File: src/inc/descriptor_rom_pkg.sv
// Constants, default word image and types for the default descriptor store
package descriptor_rom_pkg;
   localparam int ADDR_W = 8;
   localparam int WORD_W = 16;
   localparam int BUS_ADDR_W = 9;
   // Store addresses
   localparam logic [7:0] ADDR_PWR_MODE = 8'h01;
   localparam logic [7:0] ADDR_PHY_SAVE = 8'h18;
   localparam logic [7:0] ADDR_SERIAL_FIRST = 8'h19;
   localparam logic [7:0] ADDR_SERIAL_LAST = 8'h1f;
   localparam logic [7:0] ADDR_HS_ATTR = 8'h2c;
   localparam logic [7:0] ADDR_HS_MAXPWR = 8'h2d;
   localparam logic [7:0] ADDR_FS_ATTR = 8'h4c;
   localparam logic [7:0] ADDR_FS_MAXPWR = 8'h4d;
   localparam logic [7:0] ADDR_MFG_FIRST = 8'h60;
   localparam logic [7:0] ADDR_MFG_LAST = 8'h70;
   localparam logic [7:0] ADDR_PROD_FIRST = 8'h71;
   localparam logic [7:0] ADDR_PROD_LAST = 8'h79;
   // Field positions and fixed values
   localparam int ATTR_ONE_BIT = 7;
   localparam int ATTR_SELF_BIT = 6;
   localparam int ATTR_WAKE_BIT = 5;
   localparam logic [7:0] ATTR_DEFAULT = 8'he0;
   localparam logic [7:0] MAXPWR_DEFAULT = 8'h02;
   localparam logic [7:0] STRING_TYPE = 8'h03;
   localparam logic [7:0] PHY_SAVE_DEFAULT = 8'h08;
   localparam logic [15:0] PWR_MODE_DEFAULT = 16'h1dfd;
   localparam int PWR_SELF_BIT = 0;
   localparam int PWR_WAKE_BIT = 2;
   localparam int PWR_PME_BIT = 3;
   localparam int DETACH_BIT = 8;
   localparam int SAVE_LEVEL_LSB = 9;
   localparam int SAVE_LEVEL_W = 2;
   // Bus map above the store window
   localparam logic [8:0] REG_CTRL = 9'h100;
   localparam logic [8:0] REG_STATUS = 9'h101;
   localparam logic [8:0] REG_POWER = 9'h102;
   localparam logic [8:0] REG_PWR_MODE = 9'h103;
   localparam logic [8:0] REG_PHY_SAVE = 9'h104;
   localparam logic [15:0] CTRL_RESET = 16'h0001;
   localparam int CTRL_HS_BIT = 0;
   // Words copied at start-up, by index
   localparam int FETCH_COUNT = 6;
   localparam logic [2:0] FETCH_LAST = 3'h5;
   // Identity words: values are arbitrary
   localparam logic [15:0] VENDOR_WORD = 16'h1234;
   localparam logic [15:0] PRODUCT_WORD = 16'h5678;
   localparam logic [15:0] NODE_WORD0 = 16'h2211;
   localparam logic [15:0] NODE_WORD1 = 16'h4433;
   localparam logic [15:0] NODE_WORD2 = 16'h6655;
   localparam logic [15:0] BLANK_WORD = 16'hffff;
   localparam logic [15:0] DEFAULT_WORDS [0:127] = '{
      16'h0015, 16'h1dfd, 16'h1220, 16'h2729, NODE_WORD0, NODE_WORD1,
      NODE_WORD2, 16'h0409,
      16'h2260, 16'h1271, 16'h0e19, 16'h043d, 16'h043d, 16'h043d,
      16'h043d, 16'h0580,
      16'h0600, 16'he010, 16'h2442, 16'h1240, 16'h2749, 16'hffff,
      16'h0000, 16'hffff,
      16'h08ff, 16'h030e, 16'h0030, 16'h0030, 16'h0030, 16'h0030,
      16'h0030, 16'h0031,
      16'h0112, 16'h0200, 16'hffff, 16'h4000, VENDOR_WORD,
      PRODUCT_WORD, 16'h0002, 16'h0201,
      16'h0103, 16'h0209, 16'h0027, 16'h0101, 16'he004, 16'h0902,
      16'h0004, 16'h0300,
      16'hffff, 16'h0700, 16'h0507, 16'h0381, 16'h0008, 16'h070b,
      16'h8205, 16'h0002,
      16'h0002, 16'h0507, 16'h0203, 16'h0200, 16'hff00, 16'h0304,
      16'h0030, 16'hffff,
      16'h0112, 16'h0200, 16'hffff, 16'h0800, VENDOR_WORD,
      PRODUCT_WORD, 16'h0002, 16'h0201,
      16'h0103, 16'h0209, 16'h0027, 16'h0101, 16'he004, 16'h0902,
      16'h0004, 16'h0300,
      16'hffff, 16'h0700, 16'h0507, 16'h0381, 16'h0008, 16'h07a0,
      16'h8205, 16'h4002,
      16'h0000, 16'h0507, 16'h0203, 16'h0040, 16'hdd00, 16'hffff,
      16'haaaa, 16'hbbbb,
      16'h0322, 16'h0041, 16'h0053, 16'h0049, 16'h0058, 16'h0020,
      16'h0045, 16'h006c,
      16'h0065, 16'h0063, 16'h002e, 16'h0020, 16'h0043, 16'h006f,
      16'h0072, 16'h0070,
      16'h002e, 16'h0312, 16'h0041, 16'h0058, 16'h0038, 16'h0038,
      16'h0037, 16'h0037,
      16'h0032, 16'h0042, 16'hffff, 16'hffff, 16'hffff, 16'hffff,
      16'hffff, 16'hffff
   };
   typedef enum logic [2:0] {
      ST_WAIT, ST_FETCH, ST_DRAIN, ST_READY
   } load_state_t;
endpackage

File: src/hw/default_word_table.sv
// Fixed default word store with two read ports and no write path
`timescale 1ns/1ps
module default_word_table (
   input wire logic [7:0] bus_addr,
   output logic [15:0] bus_word,
   input wire logic [7:0] desc_addr,
   output logic [15:0] desc_word
);
   // Upper half of the address space reads as blank
   function automatic logic [15:0] word_at(input logic [7:0] a);
      if (a[7]) begin
         return descriptor_rom_pkg::BLANK_WORD;
      end
      return descriptor_rom_pkg::DEFAULT_WORDS[a[6:0]];
   endfunction

   always_comb begin
      bus_word = word_at(bus_addr);
      desc_word = word_at(desc_addr);
   end
endmodule

File: src/hw/default_descriptor_rom.sv
// Start-up configuration loader with fixed default descriptor store
`timescale 1ns/1ps
// Behaviour
// - The default store is read-only and no write can change any word.
// - Each address returns one 16-bit word, first byte low, second high.
// - A blank EEPROM or a bad checksum makes the loader use the defaults.
// - Word 0x01 selects self or bus power, remote wakeup and power events.
// - High byte of 0x2C (0x4C at full speed) is the attribute byte, E0.
// - The attribute byte keeps bit 7 set, bits 6 and 5 as set, 4..0 clear.
// - Low byte of 0x2D (0x4D at full speed) is the maximum power byte.
// - The maximum power byte counts 2 mA units, so 02 means 4 mA.
// - The maker string sits at 0x60..0x70, length then type 03, UTF-16LE.
// - The product string sits at 0x71..0x79, length then type 03.
// - The serial string sits at 0x19..0x1F, 14 bytes of type 03.
// - High byte of 0x18 holds PHY power saving, 08 meaning detach off.
// - Losing external power clears the reported self-powered status.
// - Without external power the draw stays in limit, and ops fail if word 0x01 and the attribute byte both select self power.
module default_descriptor_rom (
   input wire logic ref_clk,
   input wire logic reset_n,
   input wire logic [8:0] reg_addr,
   input wire logic [15:0] reg_wdata,
   input wire logic reg_wr,
   input wire logic reg_rd,
   output logic [15:0] reg_rdata,
   input wire logic ee_status_valid,
   input wire logic ee_blank,
   input wire logic ee_checksum_ok,
   output logic ee_rd,
   output logic [7:0] ee_addr,
   input wire logic [15:0] ee_data,
   input wire logic desc_req,
   input wire logic [7:0] desc_addr,
   output logic desc_valid,
   output logic [15:0] desc_data,
   input wire logic ext_power_ok,
   output logic cfg_ready,
   output logic use_default,
   output logic [7:0] attr_byte,
   output logic [7:0] max_power_byte,
   output logic [8:0] bus_limit_ma,
   output logic self_powered_now,
   output logic ops_fail,
   output logic remote_wakeup_en,
   output logic power_mgmt_event_en,
   output logic cable_off_detach,
   output logic [1:0] save_level
);
   logic rst_meta_reg;
   logic rst_n_reg;
   descriptor_rom_pkg::load_state_t state_reg;
   logic use_default_reg;
   logic [2:0] fetch_idx_reg;
   logic [15:0] ctrl_reg;
   logic p1_valid_reg;
   logic p1_fetch_reg;
   logic [7:0] p1_addr_reg;
   logic [2:0] p1_idx_reg;
   logic p2_valid_reg;
   logic p2_fetch_reg;
   logic [7:0] p2_addr_reg;
   logic [2:0] p2_idx_reg;
   logic [15:0] cfg_word_reg [0:5];
   logic [15:0] rom_bus_word;
   logic [15:0] rom_desc_word;
   logic [15:0] pick_word;
   logic issue_fetch;
   logic issue_desc;
   logic [7:0] issue_addr;
   logic hs_sel;
   logic [7:0] attr_sel;
   logic [7:0] maxp_sel;
   logic last_fetch_in;

   // Reset release through two flops
   always_ff @(posedge ref_clk or negedge reset_n) begin
      if (!reset_n) begin
         rst_meta_reg <= 1'b0;
         rst_n_reg <= 1'b0;
      end else begin
         rst_meta_reg <= 1'b1;
         rst_n_reg <= rst_meta_reg;
      end
   end

   default_word_table u_table (
      .bus_addr(reg_addr[7:0]),
      .bus_word(rom_bus_word),
      .desc_addr(p2_addr_reg),
      .desc_word(rom_desc_word)
   );

   // Reported attribute byte always has the fixed bits forced
   function automatic logic [7:0] attr_fix(input logic [7:0] b);
      attr_fix = {1'b1, b[descriptor_rom_pkg::ATTR_SELF_BIT],
         b[descriptor_rom_pkg::ATTR_WAKE_BIT], 5'h00};
   endfunction

   function automatic logic [7:0] fetch_addr(input logic [2:0] idx);
      case (idx)
         3'h0: fetch_addr = descriptor_rom_pkg::ADDR_PWR_MODE;
         3'h1: fetch_addr = descriptor_rom_pkg::ADDR_PHY_SAVE;
         3'h2: fetch_addr = descriptor_rom_pkg::ADDR_HS_ATTR;
         3'h3: fetch_addr = descriptor_rom_pkg::ADDR_HS_MAXPWR;
         3'h4: fetch_addr = descriptor_rom_pkg::ADDR_FS_ATTR;
         default: fetch_addr = descriptor_rom_pkg::ADDR_FS_MAXPWR;
      endcase
   endfunction

   function automatic logic is_attr(input logic [7:0] a);
      is_attr = (a == descriptor_rom_pkg::ADDR_HS_ATTR) ||
         (a == descriptor_rom_pkg::ADDR_FS_ATTR);
   endfunction

   always_comb begin
      issue_fetch = (state_reg == descriptor_rom_pkg::ST_FETCH);
      issue_desc = desc_req && (state_reg == descriptor_rom_pkg::ST_READY);
      issue_addr = issue_fetch ? fetch_addr(fetch_idx_reg) : desc_addr;
      // Source chosen by the single start-up decision
      pick_word = use_default_reg ? rom_desc_word : ee_data;
      if (is_attr(p2_addr_reg)) begin
         pick_word = {attr_fix(pick_word[15:8]), pick_word[7:0]};
      end
      last_fetch_in = p2_valid_reg && p2_fetch_reg &&
         (p2_idx_reg == descriptor_rom_pkg::FETCH_LAST);
      hs_sel = ctrl_reg[descriptor_rom_pkg::CTRL_HS_BIT];
      attr_sel = hs_sel ? cfg_word_reg[2][15:8] : cfg_word_reg[4][15:8];
      maxp_sel = hs_sel ? cfg_word_reg[3][7:0] : cfg_word_reg[5][7:0];
   end

   // Start-up sequence
   always_ff @(posedge ref_clk or negedge rst_n_reg) begin
      if (!rst_n_reg) begin
         state_reg <= descriptor_rom_pkg::ST_WAIT;
         use_default_reg <= 1'b1;
         fetch_idx_reg <= 3'h0;
      end else begin
         case (state_reg)
            descriptor_rom_pkg::ST_WAIT: begin
               if (ee_status_valid) begin
                  use_default_reg <= ee_blank || !ee_checksum_ok;
                  state_reg <= descriptor_rom_pkg::ST_FETCH;
               end
            end
            descriptor_rom_pkg::ST_FETCH: begin
               fetch_idx_reg <= fetch_idx_reg + 3'h1;
               if (fetch_idx_reg == descriptor_rom_pkg::FETCH_LAST) begin
                  state_reg <= descriptor_rom_pkg::ST_DRAIN;
               end
            end
            descriptor_rom_pkg::ST_DRAIN: begin
               if (last_fetch_in) begin
                  state_reg <= descriptor_rom_pkg::ST_READY;
               end
            end
            descriptor_rom_pkg::ST_READY: begin
               state_reg <= descriptor_rom_pkg::ST_READY;
            end
            default: begin
               state_reg <= descriptor_rom_pkg::ST_WAIT;
            end
         endcase
      end
   end

   // Word read pipeline shared by start-up fetch and descriptor reads
   always_ff @(posedge ref_clk or negedge rst_n_reg) begin
      if (!rst_n_reg) begin
         ee_rd <= 1'b0;
         ee_addr <= 8'h00;
         p1_valid_reg <= 1'b0;
         p1_fetch_reg <= 1'b0;
         p1_addr_reg <= 8'h00;
         p1_idx_reg <= 3'h0;
         p2_valid_reg <= 1'b0;
         p2_fetch_reg <= 1'b0;
         p2_addr_reg <= 8'h00;
         p2_idx_reg <= 3'h0;
         desc_valid <= 1'b0;
         desc_data <= 16'h0000;
      end else begin
         ee_rd <= (issue_fetch || issue_desc) && !use_default_reg;
         ee_addr <= issue_addr;
         p1_valid_reg <= issue_fetch || issue_desc;
         p1_fetch_reg <= issue_fetch;
         p1_addr_reg <= issue_addr;
         p1_idx_reg <= fetch_idx_reg;
         p2_valid_reg <= p1_valid_reg;
         p2_fetch_reg <= p1_fetch_reg;
         p2_addr_reg <= p1_addr_reg;
         p2_idx_reg <= p1_idx_reg;
         desc_valid <= p2_valid_reg && !p2_fetch_reg;
         desc_data <= pick_word;
      end
   end

   // Settings words, addressed by fetch index
   always_ff @(posedge ref_clk or negedge rst_n_reg) begin
      if (!rst_n_reg) begin
         for (int i = 0; i < descriptor_rom_pkg::FETCH_COUNT; i++) begin
            cfg_word_reg[i] <= 16'h0000;
         end
      end else if (p2_valid_reg && p2_fetch_reg) begin
         cfg_word_reg[p2_idx_reg] <= pick_word;
      end
   end

   // Decoded settings and power status
   always_ff @(posedge ref_clk or negedge rst_n_reg) begin
      if (!rst_n_reg) begin
         cfg_ready <= 1'b0;
         use_default <= 1'b0;
         attr_byte <= 8'h00;
         max_power_byte <= 8'h00;
         bus_limit_ma <= 9'h000;
         self_powered_now <= 1'b0;
         ops_fail <= 1'b0;
         remote_wakeup_en <= 1'b0;
         power_mgmt_event_en <= 1'b0;
         cable_off_detach <= 1'b0;
         save_level <= 2'h0;
      end else if (state_reg == descriptor_rom_pkg::ST_READY) begin
         cfg_ready <= 1'b1;
         use_default <= use_default_reg;
         attr_byte <= attr_sel;
         max_power_byte <= maxp_sel;
         bus_limit_ma <= {maxp_sel, 1'b0};
         // Self-powered only while both configured and supplied
         self_powered_now <= attr_sel[descriptor_rom_pkg::ATTR_SELF_BIT] &&
            cfg_word_reg[0][descriptor_rom_pkg::PWR_SELF_BIT] &&
            ext_power_ok;
         ops_fail <= attr_sel[descriptor_rom_pkg::ATTR_SELF_BIT] &&
            cfg_word_reg[0][descriptor_rom_pkg::PWR_SELF_BIT] &&
            !ext_power_ok;
         remote_wakeup_en <= attr_sel[descriptor_rom_pkg::ATTR_WAKE_BIT] &&
            cfg_word_reg[0][descriptor_rom_pkg::PWR_WAKE_BIT];
         power_mgmt_event_en <=
            cfg_word_reg[0][descriptor_rom_pkg::PWR_PME_BIT];
         cable_off_detach <=
            cfg_word_reg[1][descriptor_rom_pkg::DETACH_BIT];
         save_level <= cfg_word_reg[1][descriptor_rom_pkg::SAVE_LEVEL_LSB +:
            descriptor_rom_pkg::SAVE_LEVEL_W];
      end
   end

   // Only the control word takes writes; store window ignores them
   always_ff @(posedge ref_clk or negedge rst_n_reg) begin
      if (!rst_n_reg) begin
         ctrl_reg <= descriptor_rom_pkg::CTRL_RESET;
      end else if (reg_wr && reg_addr == descriptor_rom_pkg::REG_CTRL) begin
         ctrl_reg <= {15'h0000, reg_wdata[0]};
      end
   end

   always_ff @(posedge ref_clk or negedge rst_n_reg) begin
      if (!rst_n_reg) begin
         reg_rdata <= 16'h0000;
      end else if (reg_rd) begin
         if (!reg_addr[8]) begin
            reg_rdata <= rom_bus_word;
         end else begin
            case (reg_addr)
               descriptor_rom_pkg::REG_CTRL: reg_rdata <= ctrl_reg;
               descriptor_rom_pkg::REG_STATUS: begin
                  reg_rdata <= {12'h000, ops_fail, self_powered_now,
                     use_default, cfg_ready};
               end
               descriptor_rom_pkg::REG_POWER: begin
                  reg_rdata <= {attr_byte, max_power_byte};
               end
               descriptor_rom_pkg::REG_PWR_MODE: reg_rdata <= cfg_word_reg[0];
               descriptor_rom_pkg::REG_PHY_SAVE: reg_rdata <= cfg_word_reg[1];
               default: reg_rdata <= 16'h0000;
            endcase
         end
      end
   end
endmodule

File: config.mk
export PLATFORM = sky130hd
export DESIGN_NAME = default_descriptor_rom
export DESIGN_NICKNAME = d
export VERILOG_FILES = /design/src/inc/descriptor_rom_pkg.sv /design/src/hw/default_word_table.sv /design/src/hw/default_descriptor_rom.sv
export SDC_FILE = /design/constraint.sdc
export NUM_CORES = 1
export LEC_CHECK = 0
export CAP_MARGIN = 20
export CELL_PAD_IN_SITES_DETAIL_PLACEMENT = 1
export CELL_PAD_IN_SITES_GLOBAL_PLACEMENT = 1
export CORE_MARGIN = 3
export CORE_UTILIZATION = 30
export CTS_BUF_LIST = sky130_fd_sc_hd__clkbuf_8
export DETAILED_ROUTE_END_ITERATION = 10
export DONT_BUFFER_PORTS = 1
export PLACE_DENSITY = 0.59
export SYNTH_ARGS = -nofsm -noshare
export SYNTH_HDL_FRONTEND = slang
export SYNTH_SLANG_ARGS = --single-unit
export TNS_END_PERCENT = 100
File: constraint.sdc
create_clock -name ref_clk -period 5.5 [get_ports ref_clk]
set_input_delay 0.825 -clock ref_clk [delete_from_list [all_inputs] [get_ports ref_clk]]
set_output_delay 0.825 -clock ref_clk [all_outputs]
set_load 0.05 [all_outputs]
==> results of run 1 <==
-- metrics by stage --
| step | worst slack, ps | total power (uW) | instance area (um^2) | instances |
|---|---|---|---|---|
| floorplan | 775 | 1810 | 11400 | 1352 |
| global placement | 1680 | 1940 | 11500 | 1747 |
| detailed placement | 1690 | 1950 | 11500 | 1747 |
| CTS | 1660 | 2890 | 12000 | 1780 |
| global route | 1350 | 3010 | 12000 | 1781 |
| finish | 1610 | 2860 | 12000 | 1781 |
-- metal layers --
metal,part of all wire,vias to the layer above,global-route usage
li1,-,4762,-
met1,0.46,5270,0.301
met2,0.46,353,0.338
met3,0.064,60,0.0521
met4,0.021,0,0.0570
met5,0,-,0
-- synth_stat cells (all sizes together) (29+ instances only) --
| cell | number |
|---|---|
| nand2 | 161 |
| dfrtp | 156 |
| o21ai | 121 |
| nor2 | 107 |
| a21oi | 84 |
| buf | 79 |
| clkbuf | 45 |
| ha | 41 |
| nand2b | 38 |
| inv | 36 |
| nand3 | 35 |
| nor2b | 33 |
| mux2 | 32 |
| a31oi | 29 |
-- repair_timing --
action	4_1_cts	5_1_grt
setup buffers	0	0
endpoints found under the hold margin	2	0
hold buffers	1	0
-- kinds of logic after synthesis --
| kind of cell | count (synthesis) | synth area share |
|---|---|---|
| AND/OR/NAND/NOR | 467 | 0.200 |
| adder cells (fa/ha/maj) | 41 | 0.0449 |
| multiplexers | 61 | 0.0603 |
| flip-flops | 158 | 0.347 |
| AO/OA/AOI/OAI | 458 | 0.277 |
| other | 2 | 0.000658 |
| XOR/XNOR | 5 | 0.00384 |
| buffers and inverters | 160 | 0.0672 |
-- cell type report --
type / instances / area, um^2 / area share
clock buffers: 17 / 234 / 0.0195
multi-input cells: 1034 / 6690 / 0.558
flip-flops and latches: 158 / 3960 / 0.331
clock inverters: 15 / 191 / 0.0160
repair buffers: 17 / 138 / 0.0115
inverters: 36 / 135 / 0.0113
well taps: 504 / 631 / 0.0526
-- critical path, delay by kind of cell (launching register included) --
family | cells | cell delay, ps
buffers and inverters | 1 | 420
adder cells (fa/ha/maj) | 1 | 640
flip-flops | 1 | 920
AND/OR/NAND/NOR | 3 | 810
AO/OA/AOI/OAI | 3 | 960
-- power by group --
group | internal (uW) | switching (uW) | total [uW]
Sequential | 1220 | 212 | 1430
Clock | 430 | 505 | 935
Combinational | 176 | 322 | 498
Total | 1820 | 1040 | 2860
-- worst paths after layout --
| path | startpoint | endpoint | depth (start not counted) |
|---|---|---|---|
| hold reg to reg | p1_idx_reg[0] | p2_idx_reg[0] | 0 |
| setup reg to reg | p2_addr_reg[0] | cfg_word_reg[4] | 8 |
| setup / recovery | p2_addr_reg[0] | cfg_word_reg[4] | 8 |
| min in group asynchronous | rst_n_reg | max_power_byte[0] | 0 |
| max in group asynchronous | rst_n_reg | p2_addr_reg[2] | 1 |
| hold / removal | p1_idx_reg[0] | p2_idx_reg[0] | 0 |
==> flow_metrics.tcl, run 1 <==
set metrics [dict create \
    cp_data_arrival_time_ps 4220 \
    finalSetupViolations 0 \
    period_minus_slack_ps 3890 \
    r2r_setup_slack_ps 1610 \
    yosys.area.top_type_share 0.342 \
    gp_congestion 0.917 \
    yosysWarnings 0 \
    cp-start-kind "flop" \
    final_nets 1363 \
    power_density_mw_per_mm2 239 \
    hold_class "reg2reg" \
    vdd_ir_drop_max_v 0.000140 \
    skew_ps 15.9 \
    die_h_um 201 \
    layout_commonest_cell "nand2_1" \
    synth_cells 1352 \
    status "completed" \
    yosysTopAreaCell "dfrtp_1" \
    antennaDiodeCount 0 \
    drc 0 \
    overflow 0 \
    io_pins 134 \
    critPathRequiredTime_ps 5830 \
    ant_nets 0 \
    cts_resized 0 \
    synth_nets 1451 \
    tns_ps 0 \
    drive_gt1_frac 0.103 \
    ctsHtreeMaxLevel 4 \
    hold_viol_final 0 \
    portBuffers 0 \
    num_rows 70 \
    synthArstFlopShare 1.00 \
    antenna_found_initial 0 \
    critPathKind "reg2reg" \
    drt-wirelength-per-cell_um 24.9 \
    dieArea_mm2 0.0404 \
    p_leak_uw 0.00472 \
    cts_root_buf "clkbuf_8" \
    area_delta_synth_final_pct 4.98 \
    drt-initial-drc-count 921 \
    synth_edf_count 0 \
    synth_seq_area_share 0.347 \
    start_util 0.308 \
    ys_ff_latch 158 \
    holdWs_ps 358 \
    clock_latency_ps 470 \
    crit_path_top_delay_cell "dfrtp_1" \
    rsz0062_at_grt "false" \
    layout_common_cells "nand2_1, dfrtp_1, nor2_1" \
    drv_cap 0 \
    tightest_slew_ps 1040 \
    numClockSinks 158 \
    synth.cell_area_mm2 0.0114 \
    crit_fanout 21 \
    cts.clk_slew.worst_paths_ps 100 \
    grt_max_degree 92 \
    max_stage_delay_ps 920 \
    synth_cell_type_count 98 \
    largest_reg_flops 64 \
    grt_pass1_vias 10500 \
    core_area_mm2 0.0370 \
    grt_use_total 0.217 \
    numCtsBuffers 17 \
    slew_headroom 0.310 \
    max_freq_mhz 257 \
    wl_um 44400 \
    fin_util 0.323 \
    cts_buffer_depth 2 \
    die_x_um 201 \
    cts_tree "done" \
    vias 10400 \
    crit_chain "inv_1 > ha_1 > nor2b_1 > a211oi_1 > nor3_1 > or3_1 > a41oi_2 > o21ai_1" \
    ys.flop_type "dfrtp_1" \
    routed_via_density 5.86 \
    grt_pass1_wl_um 68400 \
    finalCritPeriodShare 0.708 \
    dr.pass1.iters 5 \
    ys_top_cells_by_area "dfrtp_1, nand2_1, o21ai_0" \
    maxSlewViolCount 0 \
    nFillCells 4377 \
    hpwl_um 31700 \
    worst_setup_path_end_kind "flop" \
    avgSynthCellArea_um2 8.44 \
]
(Power assumes the default switching activity.)
==> run 2: changes to the inputs <==
--- a/config.mk
+++ b/config.mk
@@ -13,7 +13,7 @@
 export CTS_BUF_LIST = sky130_fd_sc_hd__clkbuf_8
 export DETAILED_ROUTE_END_ITERATION = 10
 export DONT_BUFFER_PORTS = 1
-export PLACE_DENSITY = 0.59
+export PLACE_DENSITY = 0.61
 export SYNTH_ARGS = -nofsm -noshare
 export SYNTH_HDL_FRONTEND = slang
 export SYNTH_SLANG_ARGS = --single-unit
==> constraint.sdc (replaced) <==
create_clock -name ref_clk -period 3.5 [get_ports ref_clk]
set_input_delay 0.525 -clock ref_clk [delete_from_list [all_inputs] [get_ports ref_clk]]
set_output_delay 0.525 -clock ref_clk [all_outputs]
set_load 0.05 [all_outputs]
==> run 2 against run 1 <==
Critical path depth is the same. Clock power grew 47%. Hold slack lost 240 ps. Total power grew 55%. Sequential share of layout area shrank 0.80 points. Critical path type unchanged. Non-clock buffer count grew 41. Sequential power grew 55%. Global-route usage is essentially flat. Highest routed layer unchanged.
==> flow_metrics.tcl, run 2 (synthesized netlist as in run 1, its figures left out) <==
set metrics [dict create \
    cts.clk_slew.worst_paths_ps 100 \
    slew_headroom 0.309 \
    drive_gt1_frac 0.131 \
    antenna_found_initial 0 \
    drv_cap 0 \
    whs_path_depth 1 \
    fin_area_mm2 0.0123 \
    post-cts-setup-buffers 0 \
    finalCritPeriodShare 0.847 \
    max_stage_delay_ps 480 \
    cts_root_buf "clkbuf_8" \
    dieArea_mm2 0.0404 \
    dr.pass1.iters 5 \
    fin_util 0.331 \
    grt_pass1_vias 10900 \
    grt_pass1_wl_um 69100 \
    hpwl_um 32500 \
    drt-wirelength-per-cell_um 24.4 \
    worst_r2r_endpoint "cfg_word_reg[69]" \
    skew_ps 15.9 \
    portBuffers 0 \
    rsz0062_at_grt "false" \
    power_density_mw_per_mm2 362 \
    maxSlewViolCount 0 \
    die_h_um 201 \
    cp_data_arrival_time_ps 3360 \
    grt_use_total 0.217 \
    routed_via_density 5.82 \
    worst_setup_path_end_kind "flop" \
    drt-initial-drc-count 942 \
    period_minus_slack_ps 2960 \
    start_util 0.308 \
    max_freq_mhz 338 \
    tightest_slew_ps 1040 \
    overflow 0 \
    tns_ps 0 \
    vias 10600 \
    cts_resized 0 \
    largest_reg_flops 64 \
    critPathRequiredTime_ps 3900 \
    crit_chain "inv_1 > ha_1 > nor3b_1 > o21ai_0 > a32oi_1 > o221ai_1 > o21ai_2 > mux2_2" \
    wl_um 44400 \
    hold_class "in2reg" \
    io_pins 134 \
    cts_buffer_depth 2 \
    gp_congestion 0.936 \
    min-delay-start "ee_checksum_ok" \
    finalSetupViolations 0 \
    area_delta_synth_final_pct 7.56 \
    placedInstanceArea_mm2 0.0119 \
    grt_max_degree 92 \
    hold_viol_final 0 \
    numClockSinks 158 \
    instances_no_fill 1822 \
    hold_buffers 1 \
    worstRegToRegCells 8 \
    layout_common_cells "nand2_1, dfrtp_1, nor2_1" \
    layout_commonest_cell "nand2_1" \
    ant_nets 0 \
    die_x_um 201 \
    vdd_ir_drop_max_v 0.000246 \
    critPathKind "reg2reg" \
    r2r_setup_slack_ps 540 \
    timing.rr.start "p2_addr_reg[1]" \
    holdPathEnd "use_default_reg" \
    status "completed" \
    crit_fanout 8 \
    clock_latency_ps 470 \
    numCtsBuffers 17 \
    drc 0 \
    placedCellCount 1789 \
    antennaDiodeCount 0 \
    ctsHtreeMaxLevel 4 \
    final_nets 1404 \
    core_area_mm2 0.0370 \
    cts_tree "done" \
    cp-start-kind "flop" \
    num_rows 70 \
    p_leak_uw 0.00492 \
    crit_path_top_delay_cell "ha_1" \
]
## run 2: routing by layer
metal  track usage  vias to the layer above  share of wire
li1              -                     4846              -
met1         0.297                     5345           0.45
met2         0.340                      349           0.46
met3        0.0558                       55          0.071
met4        0.0587                        0          0.022
met5             0                        -              0
## run 2: area by class of cell
class / count / area (um^2)
clock inverters: 14 / 148
fillers: 4383 / 24800
clock buffers: 18 / 248
well taps: 504 / 631
multi-input cells: 1034 / 6690
inverters: 36 / 135
repair buffers: 58 / 463
flip-flops and latches: 158 / 3960
## run 2: critical path, delay by kind of cell, from the launching register on
kind                       cells  cell delay [ps]
AOI/OAI and AO/OA              4             1090
adders and majority gates      1              480
and+or+nand+nor                1              470
DFF                            1              390
muxes                          1              230
buffers and inverters          1              220
## run 2: how the worst max path moves through the flow
stage	from	endpoint	slack, ps	cells past startpoint
floorplan	p2_addr_reg[1]	cfg_word_reg[74]	860	10
global placement	reg_addr[1]	reg_rdata[3]	630	8
detailed placement	reg_addr[0]	reg_rdata[0]	550	8
CTS	p2_addr_reg[1]	cfg_word_reg[69]	610	8
global route	p2_addr_reg[1]	cfg_word_reg[69]	400	8
finish	p2_addr_reg[1]	cfg_word_reg[69]	540	8
## run 2: report_power, final
| group | switching, uW | leakage [uW] | internal (uW) |
|---|---|---|---|
| clock | 764 | 0.000199 | 608 |
| sequential | 313 | 0.00191 | 1910 |
| combinational | 534 | 0.00280 | 314 |
## run 2: through the flow
stage	setup WS (ps)	total power, uW	hold slack (ps)
4_1_cts	611	4490	86.5
2_1_floorplan	857	2850	229
5_1_grt	398	4680	90.3
6_report	537	4440	114
3_3_place_gp	633	3090	230
3_5_place_dp	551	3100	230
==> run 3: changes to the inputs <==
==> constraint.sdc (replaced) <==
create_clock -name ref_clk -period 2.55 [get_ports ref_clk]
set_input_delay 0.3825 -clock ref_clk [delete_from_list [all_inputs] [get_ports ref_clk]]
set_output_delay 0.3825 -clock ref_clk [all_outputs]
set_load 0.05 [all_outputs]
==> run 3 against run 2 <==
Total power up 43%. Critical path depth up 2. Sequential cell count unchanged. First-iteration DRC count down 3.0%. Via count up 4.2%. Register-to-register slack worse by 420 ps. Design area up 7.8%. Maximum frequency up 22%. Core utilization up 2.6 points. Routed wire length up 6.7%. Critical endpoint is now cfg_word_reg[84].
==> flow_metrics.tcl, run 3 (synthesized netlist as in run 1, its figures left out) <==
set metrics [dict create \
    clock_latency_ps 470 \
    overflow 0 \
    nFillCells 4412 \
    power_density_mw_per_mm2 480 \
    cp-start-kind "flop" \
    die_h_um 201 \
    vias 11000 \
    final_nets 1495 \
    die_x_um 201 \
    core_area_mm2 0.0370 \
    io_pins 134 \
    period_minus_slack_ps 2430 \
    area_delta_synth_final_pct 15.9 \
    maxSlewViolCount 0 \
    dieArea_mm2 0.0404 \
    drive_gt1_frac 0.197 \
    grt_pass1_wl_um 72900 \
    num_rows 70 \
    max_freq_mhz 411 \
    p_leak_uw 0.00541 \
    hold_viol_final 0 \
    critPathRequiredTime_ps 2880 \
    skew_ps 16.8 \
    holdWs_ps 39.9 \
    antennaDiodeCount 0 \
    finalCritPeriodShare 0.955 \
    rsz0062_at_grt "true" \
    finalSetupViolations 0 \
    regArea_mm2 0.00396 \
    cp_data_arrival_time_ps 2760 \
    grt_use_total 0.231 \
    layout_commonest_cell "nand2_1" \
    post-cts-setup-buffers 0 \
    start_util 0.308 \
    status "completed" \
    cts.clk_slew.worst_paths_ps 100 \
    multi_input_area_mm2 0.00681 \
    drt-initial-drc-count 914 \
    placedCellCount 1875 \
    worst_setup_path_end_kind "flop" \
    drc 0 \
    hpwl_um 35200 \
    portBuffers 0 \
    wl_um 47400 \
    numClockSinks 158 \
    dr.pass1.iters 5 \
    ctsHtreeMaxLevel 4 \
    gp_congestion 0.909 \
    tightest_slew_ps 956 \
    cts_tree "done" \
    crit_fanout 14 \
    numCtsBuffers 17 \
    antenna_found_initial 0 \
    largest_reg_flops 64 \
    routed_via_density 5.77 \
    grt_pass1_vias 11400 \
    cts_buffer_depth 2 \
    p_total_uw 6350 \
    fin_util 0.357 \
    ant_nets 0 \
    layout_common_cells "nand2_1, dfrtp_1, buf_4" \
    critPathKind "reg2reg" \
    grt_max_degree 92 \
    drt-wirelength-per-cell_um 24.8 \
    drv_cap 0 \
    slew_headroom 0.363 \
    vdd_ir_drop_max_v 0.000327 \
    cts_root_buf "clkbuf_8" \
    instances_no_fill 1913 \
    hold_class "in2reg" \
]
run 3: cell types whose count changed in the layout (fill, tap and decap cells not counted), sizes merged:
cell | before | now
clkbuf | 18 | 19
dlygate4sd3 | 1 | 6
buf | 57 | 143
clkinv | 4 | 1
inv | 44 | 41
clkinvlp | 1 | 5
bufinv | 1 | 2
run 3: worst paths after layout:
| check | start | to | slack, ps | depth (start not counted) |
|---|---|---|---|---|
| max | p2_addr_reg[0] | cfg_word_reg[84] | 120 | 10 |
| min | desc_addr[4] | p1_addr_reg[4] | 40 | 2 |
| max reg2reg | p2_addr_reg[0] | cfg_word_reg[84] | 120 | 10 |
| min reg2reg | p1_idx_reg[2] | p2_idx_reg[2] | 360 | 0 |
| max in group asynchronous | rst_n_reg | ctrl_reg[0] | 1380 | 1 |
| min in group asynchronous | reset_n | rst_n_reg | 150 | 1 |
run 3: layout make-up:
| cell class | instances | share of cell area |
|---|---|---|
| multi-input cells | 1034 | 0.515 |
| flip-flops and latches | 158 | 0.299 |
| repair buffers | 149 | 0.0970 |
| well taps | 504 | 0.0477 |
| clock buffers | 19 | 0.0198 |
| clock inverters | 13 | 0.0113 |
| inverters | 36 | 0.0102 |
run 3: critical path: stages, from the launching register on:
cell and delay, ps:
dfrtp_1 370, buf_4 250, buf_4 210, ha_1 260, nand2_1 150, o21ai_1 200
a21oi_1 60, or3_1 320, a41oi_2 230, buf_12 160, o21ai_1 70
run 3: stage by stage:
stage	TNS, ps	area, um^2	setup slack [ps]
floorplan	0	11400	20.5
global placement	-196	12600	-46.8
detailed placement	-369	12600	-39.1
CTS	0	13100	3.21
global route	-2.14	13200	-1.57
finish	0	13200	116
run 3: layer usage:
layer,wire length [um],share of wire,GRT usage
met1,21200,0.45,0.325
met2,21700,0.46,0.358
met3,3390,0.071,0.0521
met4,1130,0.024,0.0627
met5,0,0,0
run 3: timing repair:
| item | 4_1_cts | 5_1_grt |
|---|---|---|
| cloned | 0 | 0 |
| setup endpoints to repair | 23 | 67 |
| resized for setup | 4 | 20 |
| hold endpoints to repair | 6 | 0 |
| hold buffers | 6 | 0 |
| pin swaps | 0 | 1 |
run 3: power breakdown:
part | switching, uW | leakage (uW) | internal (uW)
clock | 1010 | 0.000192 | 938
combinational | 818 | 0.00330 | 552
sequential | 402 | 0.00191 | 2620
